==> src/design/rcs_consts.svh <==
// Constants for the receive clock selection block.
// Assumes inclusion by bare name from the package and the design modules.
`ifndef RCS_CONSTS_SVH
`define RCS_CONSTS_SVH

// Channel layout; tracker index 4 is the reference clock
`define RCS_NUM_CH        4
`define RCS_NUM_TRK       5
`define RCS_REF_IDX       3'h4
`define RCS_CH_A          3'h0
`define RCS_CH_B          3'h1
`define RCS_CH_C          3'h2
`define RCS_CH_D          3'h3

// Receive operating mode numbers that classify the bonding arrangement
`define RCS_MODE_INDEP0   4'h0
`define RCS_MODE_INDEP2   4'h2
`define RCS_MODE_DUAL3    4'h3
`define RCS_MODE_DUAL5    4'h5
`define RCS_MODE_QUAD6    4'h6
`define RCS_MODE_QUAD8    4'h8

// Raw character layout when the decoder is bypassed
`define RCS_RAW_W         10
`define RCS_RAW_DATA_MSB  9
`define RCS_RAW_DATA_LSB  2

// Width of the static input synchroniser vector
`define RCS_STATIC_W      11

// Reset values of the pin drivers and output registers
`define RCS_RST_PIN       4'h0
`define RCS_RST_DATA      8'h00
`define RCS_RST_STAT      3'h0

`endif

==> src/design/rcs_pkg.sv <==
// Types for the receive clock selection block.
// Assumes rcs_consts.svh is on the include path.
`include "rcs_consts.svh"

package rcs_pkg;

    // Three-level static select, two-bit code; 2'b11 is not a legal level
    typedef enum logic [1:0] {
        RCS_LVL_LOW  = 2'b00,
        RCS_LVL_MID  = 2'b01,
        RCS_LVL_HIGH = 2'b10
    } rcs_level_e;

    // Bonding arrangement derived from the receive operating mode
    typedef enum logic [1:0] {
        RCS_BOND_INDEP = 2'b00,
        RCS_BOND_DUAL  = 2'b01,
        RCS_BOND_QUAD  = 2'b10,
        RCS_BOND_OTHER = 2'b11
    } rcs_bond_e;

    typedef logic [2:0] rcs_src_t;

endpackage : rcs_pkg

==> src/design/rcs_clk_if.sv <==
// Interface between the selector and one clock tracker.
// Assumes the raw clock is driven by the selector and sampled on i_clk.
`timescale 1ns/1ns

interface rcs_clk_if;
    logic raw;
    logic level;
    logic rise;
    logic half_level;

    modport tracker (input raw, output level, output rise, output half_level);
    modport user    (output raw, input level, input rise, input half_level);
endinterface : rcs_clk_if

==> src/design/rcs_clock_tracker.sv <==
// Samples one foreign clock, finds its rising edges and divides it by two.
// Assumes the foreign clock is far slower than i_clk.
`timescale 1ns/1ns

module rcs_clock_tracker (
    input wire logic  i_clk,
    input wire logic  i_reset,
    rcs_clk_if.tracker trk
);
    logic s1_r;
    logic s2_r;
    logic s3_r;
    logic half_r;

    // ==========================================================
    // Synchroniser and edge history
    always_ff @(posedge i_clk) begin
        if (i_reset) begin
            s1_r <= 1'b0;
            s2_r <= 1'b0;
            s3_r <= 1'b0;
        end else begin
            s1_r <= trk.raw;
            s2_r <= s1_r;
            s3_r <= s2_r;
        end
    end

    // ==========================================================
    // Half-rate copy toggles on each rising edge
    always_ff @(posedge i_clk) begin
        if (i_reset) begin
            half_r <= 1'b0;
        end else if (s2_r && !s3_r) begin
            half_r <= ~half_r;
        end
    end

    assign trk.level      = s2_r;
    assign trk.rise       = s2_r & ~s3_r;
    assign trk.half_level = half_r;
endmodule : rcs_clock_tracker

==> src/design/rcs_receive_clock_select.sv <==
// Receive clock selection: picks the clock that loads the four channel
// output registers and drives the four receive clock pin pairs.
// Assumes all clocks and static selects arrive from pins outside i_clk;
// channel character inputs come from logic on i_clk.
//
// Functional notes
// - A three-level static select picks the clock that loads the four output registers.
// - At MID each pin pair drives true and complement of its own channel's recovered clock.
// - In recovered modes the pin clocks run freely at character or half character rate.
// - At LOW all four output registers load from the reference clock.
// - At LOW the channel B and D clock drivers are disabled.
// - At LOW pins A and C carry copies of the reference clock slightly apart in phase.
// - At HIGH outside dual bonding the B and D positive pins are static master-select inputs.
// - At HIGH in quad or independent modes pins A and C carry one chosen recovered clock.
// - At HIGH in dual modes pin A carries clock A or B and pin C carries clock C or D.
// - At HIGH in dual mode the pair clock loads the bonded output data of both pair channels.
// - At HIGH the chosen clock runs at character or half rate per the rate select.
// - Rate LOW gives character-rate clocks, rate HIGH half-rate clocks for alternate capture.
// - When the reference clock is selected the rate select is ignored.
// - With the decoder mode LOW raw ten-bit characters pass to the output registers.
`timescale 1ns/1ns
`include "rcs_consts.svh"

module rcs_receive_clock_select
    import rcs_pkg::*;
(
    input  wire logic             i_clk,
    input  wire logic             i_reset,
    input  wire logic [1:0]       i_output_clock_source_select,
    input  wire logic             i_recovered_clock_rate_select,
    input  wire logic [1:0]       i_decoder_mode_select,
    input  wire logic [3:0]       i_rx_mode,
    input  wire logic             i_reference_clock_in,
    input  wire logic [3:0]       i_recovered_clock,
    input  wire logic [3:0][9:0]  i_raw_char,
    input  wire logic [3:0]       i_raw_comma,
    input  wire logic [3:0][7:0]  i_dec_data,
    input  wire logic [3:0][2:0]  i_dec_status,
    input  wire logic [3:0]       i_dec_parity,
    input  wire logic [3:0]       i_rx_clock_pin_pair_p,
    output logic      [3:0]       o_rx_clock_pin_pair_p,
    output logic      [3:0]       o_rx_clock_pin_pair_n,
    output logic      [3:0]       o_rx_clock_pin_pair_oe,
    output logic      [3:0][7:0]  o_channel_parallel_data_out,
    output logic      [3:0][2:0]  o_channel_status_out,
    output logic      [3:0]       o_channel_odd_parity_out,
    output logic      [3:0]       o_channel_load
);
    // ==========================================================
    // Static input synchroniser
    logic [`RCS_STATIC_W-1:0] static_s1_r;
    logic [`RCS_STATIC_W-1:0] static_s2_r;

    always_ff @(posedge i_clk) begin
        if (i_reset) begin
            static_s1_r <= '0;
            static_s2_r <= '0;
        end else begin
            static_s1_r <= {i_output_clock_source_select, i_recovered_clock_rate_select,
                            i_decoder_mode_select, i_rx_mode,
                            i_rx_clock_pin_pair_p[3], i_rx_clock_pin_pair_p[1]};
            static_s2_r <= static_s1_r;
        end
    end

    logic [1:0] src_sel_raw;
    logic       rate_half;
    logic [1:0] dec_raw;
    logic [3:0] rx_mode;
    logic       pin_b_sel;
    logic       pin_d_sel;

    assign src_sel_raw = static_s2_r[10:9];
    assign rate_half   = static_s2_r[8];
    assign dec_raw     = static_s2_r[7:6];
    assign rx_mode     = static_s2_r[5:2];
    assign pin_d_sel   = static_s2_r[1];
    assign pin_b_sel   = static_s2_r[0];

    // ==========================================================
    // Clock trackers: four recovered clocks and the reference
    rcs_clk_if trk_if [`RCS_NUM_TRK] ();
    logic [`RCS_NUM_TRK-1:0] trk_level;
    logic [`RCS_NUM_TRK-1:0] trk_rise;
    logic [`RCS_NUM_TRK-1:0] trk_half;

    genvar g;
    generate
        for (g = 0; g < `RCS_NUM_TRK; g++) begin : g_trk
            if (g < `RCS_NUM_CH) begin : g_rec
                assign trk_if[g].raw = i_recovered_clock[g];
            end else begin : g_ref
                assign trk_if[g].raw = i_reference_clock_in;
            end
            rcs_clock_tracker u_trk (
                .i_clk   (i_clk),
                .i_reset (i_reset),
                .trk     (trk_if[g].tracker)
            );
            assign trk_level[g] = trk_if[g].level;
            assign trk_rise[g]  = trk_if[g].rise;
            assign trk_half[g]  = trk_if[g].half_level;
        end
    endgenerate

    // ==========================================================
    // Mode decode
    rcs_level_e src_sel;
    rcs_bond_e  bond;
    logic       dec_bypass;

    always_comb begin
        unique case (src_sel_raw)
            2'b00:   src_sel = RCS_LVL_LOW;
            2'b01:   src_sel = RCS_LVL_MID;
            2'b10:   src_sel = RCS_LVL_HIGH;
            default: src_sel = RCS_LVL_MID;
        endcase
    end

    always_comb begin
        unique case (rx_mode)
            `RCS_MODE_INDEP0, `RCS_MODE_INDEP2: bond = RCS_BOND_INDEP;
            `RCS_MODE_DUAL3, `RCS_MODE_DUAL5:   bond = RCS_BOND_DUAL;
            `RCS_MODE_QUAD6, `RCS_MODE_QUAD8:   bond = RCS_BOND_QUAD;
            default:                            bond = RCS_BOND_OTHER;
        endcase
    end

    assign dec_bypass = (dec_raw == 2'b00);

    // ==========================================================
    // Clock source per channel
    rcs_src_t [3:0] src_idx;
    rcs_src_t       master_idx;

    assign master_idx = {1'b0, pin_d_sel, pin_b_sel};

    always_comb begin
        for (int i = 0; i < `RCS_NUM_CH; i++) begin
            unique case (src_sel)
                RCS_LVL_LOW:  src_idx[i] = `RCS_REF_IDX;
                RCS_LVL_MID:  src_idx[i] = rcs_src_t'(i);
                RCS_LVL_HIGH: begin
                    if (bond == RCS_BOND_DUAL) begin
                        if (i < 2) begin
                            src_idx[i] = pin_b_sel ? `RCS_CH_B : `RCS_CH_A;
                        end else begin
                            src_idx[i] = pin_d_sel ? `RCS_CH_D : `RCS_CH_C;
                        end
                    end else begin
                        src_idx[i] = master_idx;
                    end
                end
            endcase
        end
    end

    // ==========================================================
    // Pin drivers
    logic       ref_dly_r;
    logic [3:0] pin_lvl;
    logic [3:0] pin_oe;

    always_ff @(posedge i_clk) begin
        if (i_reset) begin
            ref_dly_r <= 1'b0;
        end else begin
            ref_dly_r <= trk_level[`RCS_REF_IDX];
        end
    end

    always_comb begin
        for (int i = 0; i < `RCS_NUM_CH; i++) begin
            if (src_sel == RCS_LVL_LOW) begin
                // Rate select ignored; pin C one cycle behind pin A
                pin_lvl[i] = (i == 2) ? ref_dly_r : trk_level[`RCS_REF_IDX];
                pin_oe[i]  = (i == 0) || (i == 2);
            end else begin
                pin_lvl[i] = rate_half ? trk_half[src_idx[i]]
                                       : trk_level[src_idx[i]];
                pin_oe[i]  = (src_sel == RCS_LVL_MID) || (i == 0) || (i == 2);
            end
        end
    end

    always_ff @(posedge i_clk) begin
        if (i_reset) begin
            o_rx_clock_pin_pair_p  <= `RCS_RST_PIN;
            o_rx_clock_pin_pair_n  <= `RCS_RST_PIN;
            o_rx_clock_pin_pair_oe <= `RCS_RST_PIN;
        end else begin
            o_rx_clock_pin_pair_p  <= pin_lvl;
            o_rx_clock_pin_pair_n  <= ~pin_lvl;
            o_rx_clock_pin_pair_oe <= pin_oe;
        end
    end

    // ==========================================================
    // Channel output registers
    logic [3:0]      load;
    logic [3:0][7:0] data_nxt;
    logic [3:0][2:0] stat_nxt;
    logic [3:0]      par_nxt;

    always_comb begin
        for (int i = 0; i < `RCS_NUM_CH; i++) begin
            load[i] = trk_rise[src_idx[i]];
            if (dec_bypass) begin
                data_nxt[i] = i_raw_char[i][`RCS_RAW_DATA_MSB:`RCS_RAW_DATA_LSB];
                stat_nxt[i] = {i_raw_comma[i], i_raw_char[i][1:0]};
                par_nxt[i]  = ~^i_raw_char[i][`RCS_RAW_DATA_MSB:`RCS_RAW_DATA_LSB];
            end else begin
                data_nxt[i] = i_dec_data[i];
                stat_nxt[i] = i_dec_status[i];
                par_nxt[i]  = i_dec_parity[i];
            end
        end
    end

    always_ff @(posedge i_clk) begin
        if (i_reset) begin
            o_channel_parallel_data_out <= {`RCS_NUM_CH{`RCS_RST_DATA}};
            o_channel_status_out        <= {`RCS_NUM_CH{`RCS_RST_STAT}};
            o_channel_odd_parity_out    <= '0;
            o_channel_load              <= '0;
        end else begin
            o_channel_load <= load;
            for (int i = 0; i < `RCS_NUM_CH; i++) begin
                if (load[i]) begin
                    o_channel_parallel_data_out[i] <= data_nxt[i];
                    o_channel_status_out[i]        <= stat_nxt[i];
                    o_channel_odd_parity_out[i]    <= par_nxt[i];
                end
            end
        end
    end
endmodule : rcs_receive_clock_select

==> config.mk <==
export PLATFORM = sky130hd
export DESIGN_NAME = rcs_receive_clock_select
export DESIGN_NICKNAME = d
export VERILOG_FILES = /design/src/design/rcs_pkg.sv /design/src/design/rcs_clk_if.sv /design/src/design/rcs_clock_tracker.sv /design/src/design/rcs_receive_clock_select.sv
export VERILOG_INCLUDE_DIRS = /design/src /design/src/design
export SDC_FILE = /design/constraint.sdc
export NUM_CORES = 1
export LEC_CHECK = 0
export BUFFER_PORTS_ARGS = -buffer_cell sky130_fd_sc_hd__buf_2
export CORE_ASPECT_RATIO = 0.9
export CORE_MARGIN = 1.5
export CORE_UTILIZATION = 40
export DETAILED_ROUTE_END_ITERATION = 8
export GPL_TIMING_DRIVEN = 0
export HOLD_SLACK_MARGIN = 0.12
export PLACE_DENSITY = 0.78
export SYNTH_ARGS = -nofsm -noshare
export SYNTH_HDL_FRONTEND = slang
export SYNTH_SLANG_ARGS = --single-unit
==> constraint.sdc <==
create_clock -name i_clk -period 2.3 [get_ports i_clk]
set_input_delay 0.46 -clock i_clk [delete_from_list [all_inputs] [get_ports i_clk]]
set_output_delay 0.46 -clock i_clk [all_outputs]
set_load 0.02 [all_outputs]
## Word-level counts from Yosys, hierarchy flattened

Cells that the tools add are included.

| cells by class | value |
|---|---|
| multipliers | 0 |
| divide/modulo/power cells | 0 |
| reduce and logical (&&, ||, !) cells | 21 |
| add/subtract/negate cells | 0 |
| muxes and demuxes | 56 |
| bitwise gates (word level) | 16 |
| shift operators | 0 |
| equality and inequality tests | 9 |
| $lt $le $gt $ge | 4 |

Operator list:

| cell | number |
|---|---|
| binary-select mux 1 bit (select 3 bit) | 12 |
| case mux 3 bit (3 select lines) | 4 |
| two-way mux 8 bit | 4 |
| XNOR reduction 8 bit | 4 |
| two-way mux 1 bit | 27 |
| < comparator 3 x 4 -> 1 bit (second input constant) | 4 |
| two-way mux 3 bit | 5 |
| NOT 1 bit | 10 |
| equality test 4 x 2 -> 1 bit (second input constant) | 2 |
| equality test 4 x 3 -> 1 bit (second input constant) | 2 |
| logical NOT 2 bit | 3 |
| case mux 2 bit (3 select lines) | 1 |
| OR reduction 2 bit | 3 |
| AND 1 bit | 5 |
| logical AND 1 bit | 5 |
| logical NOT 1 bit | 5 |
| equality test 2 x 1 -> 1 bit (second input constant) | 2 |
| equality test 2 bit (second input constant) | 2 |
| equality test 4 bit (second input constant) | 1 |
| logical NOT 4 bit | 1 |
| two-way mux 2 bit | 2 |
| NOT 4 bit | 1 |
| case mux 2 bit (2 select lines) | 1 |

| storage, ports and cells | value |
|---|---|
| bits of input ports | 112 |
| memories kept | 0 |
| bits in writable memories | 0 |
| register bits after elaboration | 105 |
| memory bits (read-only) | 0 |
| latch bits | 0 |

## Depth between registers and ports, before layout

| depth | value |
|---|---|
| depth after elaboration | 11 |
| gate-level depth with buffers | 8 |
| gate-level depth less buffers | 6 |

## Hierarchy

Synthesis repeated with hierarchy kept, for this count alone.

| second synthesis, totals | value |
|---|---|
| cells, all modules | 533 |
| area, all modules | 4,954.8 µm² |

By module, submodules not included:

| module | instances | seq. area each (µm²) | area each (µm²) | cells each |
|---|---|---|---|---|
| rcs_receive_clock_select | 1 | 1,701.6 | 4,266.6 | 478 |
| rcs_clock_tracker | 5 | 80.1 | 137.6 | 11 |

## Worst setup path after synthesis

No wires, ideal clock.

| timing | value |
|---|---|
| kind | register to register |
| start | reg static_s2_r[3] |
| end | reg o_channel_odd_parity_out[1] |
| buffers on the path | 1 |
| data required time | 2.209 ns |
| period minus slack after synthesis | 1.959 ns |
| arrival | 1.868 ns |
| cell stages (with the launch flop) | 8 |
| setup time | 0.091 ns |
| slack | 0.341 ns |
| cell sequence | dfxtp_1 > xor2_2 > a21o_4 > mux2i_1 > o32a_1 > nand2_1 > buf_2 > a311oi_1 |

| between the ends | value |
|---|---|
| word-level cells in the longest chain between the ends | 8 |
| elaborated cells on any way between the ends | 15 |

RTL lines:

| item | line | source |
|---|---|---|
| start, declared | rcs_receive_clock_select.sv:52 | `` logic [`RCS_STATIC_W-1:0] static_s2_r; `` |
| start signal, assigned | rcs_receive_clock_select.sv:62 | `static_s2_r <= static_s1_r;` |
| equality test 4 x 3 -> 1 bit (tied with other cells) | rcs_receive_clock_select.sv:122 | `unique case (rx_mode)` |
| OR reduction 2 bit | rcs_receive_clock_select.sv:122 |  |
| case mux 2 bit (3 select lines) * | rcs_receive_clock_select.sv:122 |  |
| equality test 2 x 1 -> 1 bit * | rcs_receive_clock_select.sv:145 | `if (bond == RCS_BOND_DUAL) begin` |
| two-way mux 2 bit * | rcs_receive_clock_select.sv:145 |  |
| case mux 3 bit (3 select lines) * | rcs_receive_clock_select.sv:141 | `unique case (src_sel)` |
| binary-select mux 1 bit (select 3 bit) * | rcs_receive_clock_select.sv:208 | `load[i] = trk_rise[src_idx[i]];` |
| two-way mux 1 bit (implied by the code) * | rcs_receive_clock_select.sv:208 |  |
| end signal, assigned by index | rcs_receive_clock_select.sv:233 | `o_channel_odd_parity_out[i] <= par_nxt[i];` |
| end, declared | rcs_receive_clock_select.sv:46 | `output logic [3:0] o_channel_odd_parity_out,` |

Every way passes the cells marked *; elsewhere a longest branch is shown, timed or not. The select of a mux whose other input is x is not followed.
A chain may end at the register's enable or synchronous reset.

## Final worst setup path

| timing | value |
|---|---|
| start | reg static_s2_r[3] |
| end | reg o_channel_parallel_data_out[8] (netlist name) |

| between the ends | value |
|---|---|
| word-level cells in the longest chain between the ends | 8 |
| elaborated cells on any way between the ends | 15 |

RTL lines:

| item | line | source |
|---|---|---|
| equality test 4 x 3 -> 1 bit (tied with other cells) | rcs_receive_clock_select.sv:122 |  |
| OR reduction 2 bit | rcs_receive_clock_select.sv:122 |  |
| case mux 2 bit (3 select lines) * | rcs_receive_clock_select.sv:122 |  |
| equality test 2 x 1 -> 1 bit * | rcs_receive_clock_select.sv:145 |  |
| two-way mux 2 bit * | rcs_receive_clock_select.sv:145 |  |
| case mux 3 bit (3 select lines) * | rcs_receive_clock_select.sv:141 |  |
| binary-select mux 1 bit (select 3 bit) * | rcs_receive_clock_select.sv:208 |  |
| two-way mux 1 bit (implied by the code) * | rcs_receive_clock_select.sv:208 |  |
| end signal, assigned | rcs_receive_clock_select.sv:223 | `` o_channel_parallel_data_out <= {`RCS_NUM_CH{`RCS_RST_DATA}}; `` |
| end signal, assigned by index | rcs_receive_clock_select.sv:231 | `o_channel_parallel_data_out[i] <= data_nxt[i];` |
| end, declared | rcs_receive_clock_select.sv:44 | `output logic [3:0][7:0] o_channel_parallel_data_out,` |

Marks and branches as above.

==> results.ini <==
[synthesis]
synth-seq-cells = 103
ys_seq_area_share_pct = 44.9
syn-num-nets = 634
synth_top_area_cell = dfxtp_1
yosys_warnings = 0
synthTopCellsByArea = dfxtp_1 45%, nand2_1 8.3%, a311oi_1 7.8%
yosys-mux-area-fraction_pct = 3.65
yosysMostFrequentCell = dfxtp_1
synthFlopType = dfxtp_1
synth_compound_area_share_pct = 16.8
post_synth_instance_area_mm2 = 0.00459
synth_xor_area_share_pct = 6.65
syn_inst = 522
synth_top_family_by_area = simple AND/OR/NAND/NOR gates
async_flop_share_pct = 0
avgSynthCellArea_um2 = 8.79
synth_edf_count = 0
synthSimpleGateAreaFrac_pct = 23.6
synth_cell_types = 43
synth_top_cell_area_share_pct = 44.9
synthAdderAreaFrac_pct = 0
synth_commonest_cells = 103 x dfxtp_1, 102 x nand2_1, 42 x nor2b_1

[critical_path]
cp.required_ns = 2.54
crit_path_start = static_s2_r[3]
worstSetupPathType = reg2reg
worstPathMaxFanout = 10
r2r-end = o_channel_parallel_data_out[8]
crit_path_start_kind = flop
cp_slowest_cell = dfxtp_2
end_kind = flop
reg2reg_depth = 7
path_cells = xnor2_1 -> o21ai_0 -> mux2i_1 -> o32ai_2 -> buf_4 -> nor3_1 -> a311oi_1
crit_arrival_ns = 2.39
worst-path-buf-inv = 1
reg2reg_from = static_s2_r[3]
path_delay_family = compound AO/OA/AOI/OAI gates
r2r_slack_ns = 0.15
slowest_delay_ns = 0.38

[cts]
hold_buffers = 0
cts_sinks = 103
worstSkewPairLatency_ns = 0.35
cts_root_buf = clkbuf_16
cts.htree.levels = 3
tritoncts = yes
clkSlewWorstSetupHoldPaths_ns = 0.07
clock_path_buffers = 2
cts_made_buffers = 9

[routing]
vias_per_cell = 5.29
drtPass1Iterations = 5
wl_per_cell_um = 15.6
routed_wl_um = 13400
drt_iter0_drc = 370
remaining_drc_errors = 0
vias = 4563
postRouteAntennaNets = 0

[timing]
fmax_mhz = 465
worstMarginPinSlew_ns = 0.732
finalSetupTns_ns = 0
final_hold_viol_count = 0
slew_headroom_pct = 51.2
period_share_pct = 93.5
maxSlewViolCount = 0
setup_viol = 0
fin_worst_skew_ns = 0.00910
fin_crit_ns = 2.15
whs_ns = 0.318

[grt]
track_usage_pct = 21.6
grt_overflow = 0
grt_max_degree = 19
grt_pass1_vias = 4248
grt_pass1_wl_um = 20700
grt_antenna_before_repair = 0

[floorplanning]
die_h_um = 105
dieWidth_um = 116
initial_core_util_pct = 41.8
rows = 36
core_mm2 = 0.0110
die-area_mm2 = 0.0121
ios = 176

[run]
cap_violations = 0

[pwr]
peakVddDrop_mv = 0.464
power_density_mw_per_mm2 = 700
power_leakage_nw = 2.64

[cells_and_area]
drive_gt1_share_pct = 32.8
diodes = 0
post-route-util_pct = 54.9
final_nets = 818
areaGrowthSynthToFinish_pct = 31.4

[worst_hold_path]
min_path_cells = 2
hp-class = in2reg
worstHoldStart = i_output_clock_source_select[1]
min_to = static_s1_r[10]

[place]
gp_congestion = 0.880
port_buffers = 172
dp_hpwl_um = 10300

[status]
status = finished, final reports clean

-- metrics by stage --
step / area (um^2) / cells / power (mW) / setup WS [ns]
after floorplan: 4590 / 522 / 2.50 / 0.341
after global placement: 5640 / 846 / 2.77 / 0.000350
after detailed placement: 5640 / 846 / 2.79 / -0.0916
after CTS: 5940 / 860 / 4.23 / 0.00309
after global routing: 6030 / 863 / 4.42 / -0.0353
final: 6030 / 863 / 4.22 / 0.150
-- where the power goes --
part	internal, mW	total (mW)	switching, mW	leakage, nW
sequential	1.89	1.95	0.0583	0.849
clock	0.747	1.44	0.695	0.134
combinational	0.348	0.826	0.478	1.65
-- how the worst max path moves through the flow --
stage / end / slack, ns / cells after the start
2_1_floorplan: o_channel_odd_parity_out[1] / 0.34 / 7
3_3_place_gp: o_channel_parallel_data_out[22] / 0.0003 / 6
3_5_place_dp: o_channel_parallel_data_out[23] / -0.09 / 6
4_1_cts: o_channel_parallel_data_out[8] / 0.003 / 7
5_1_grt: o_channel_parallel_data_out[23] / -0.04 / 8
6_report: o_channel_parallel_data_out[8] / 0.15 / 7
-- cell families after synthesis --
kind of cell           after synthesis
AO/OA/AOI/OAI                       90
flip-flops                         103
XOR/XNOR                            34
AND/OR/NAND/NOR                    235
multiplexers                        13
buffers and inverters               47
-- layer usage --
metal | global-route usage [%] | part of all wire, % | routed length [um] | vias to the layer above
li1 | - | - | - | 2181
met1 | 27.6 | 42 | 5620 | 2149
met2 | 34.8 | 48 | 6400 | 213
met3 | 5.51 | 8.6 | 1150 | 20
met4 | 8.45 | 1.9 | 256 | 0
met5 | 0 | 0 | 0 | -
-- placed cells by master, fill, tap and decap left out, types with 2 or more instances in the layout --
cell          n
a31oi_1       3
nand3b_1      2
nand2_1     102
a21oi_1      15
nor2_1       33
nor2b_2       2
buf_2       176
a311oi_2      7
or2_2         2
mux2i_1       9
mux4_2        3
clkinvlp_4    2
clkinv_4      2
o21a_1        3
nor3_1       40
and2_1        5
clkbuf_16     9
nand2b_1      4
clkbuf_1     23
a311oi_1     41
inv_1         5
dfxtp_2       3
clkbuf_2      5
dfxtp_1     100
o21ai_0       3
buf_4         7
buf_1         2
nor2b_1      40
xnor2_1      33
o211ai_1      3
a21o_1        3
-- final cells by class --
class | instances | area [um^2]
fillers | 1037 | 4960
multi-input cells | 373 | 2410
flip-flops and latches | 103 | 2070
repair buffers | 175 | 883
clock buffers | 9 | 225
well taps | 152 | 190
plain buffers | 39 | 180
clock inverters | 7 | 57.6
inverters | 5 | 18.8
-- flip-flops by register name, indices dropped and copies added (netlist names) --
signal,count
g_trk.u_trk.s1_r,5
g_trk.u_trk.s3_r,5
g_trk.u_trk.trk.half_level,4
g_trk.u_trk.trk.level,5
o_channel_load,4
o_channel_odd_parity_out,4
o_channel_parallel_data_out,32
o_channel_status_out,12
o_rx_clock_pin_pair_n,4
o_rx_clock_pin_pair_oe,2
o_rx_clock_pin_pair_p,4
static_s1_r,11
static_s2_r,11
-- repair_timing --
item | in CTS | in global routing
gates cloned | 0 | 1
pin swaps | 0 | 2
gates resized for setup | 5 | 18
buffers inserted | 0 | 3
setup endpoints to repair | 31 | 42
Note: power is estimated with default switching activity, not from simulation.
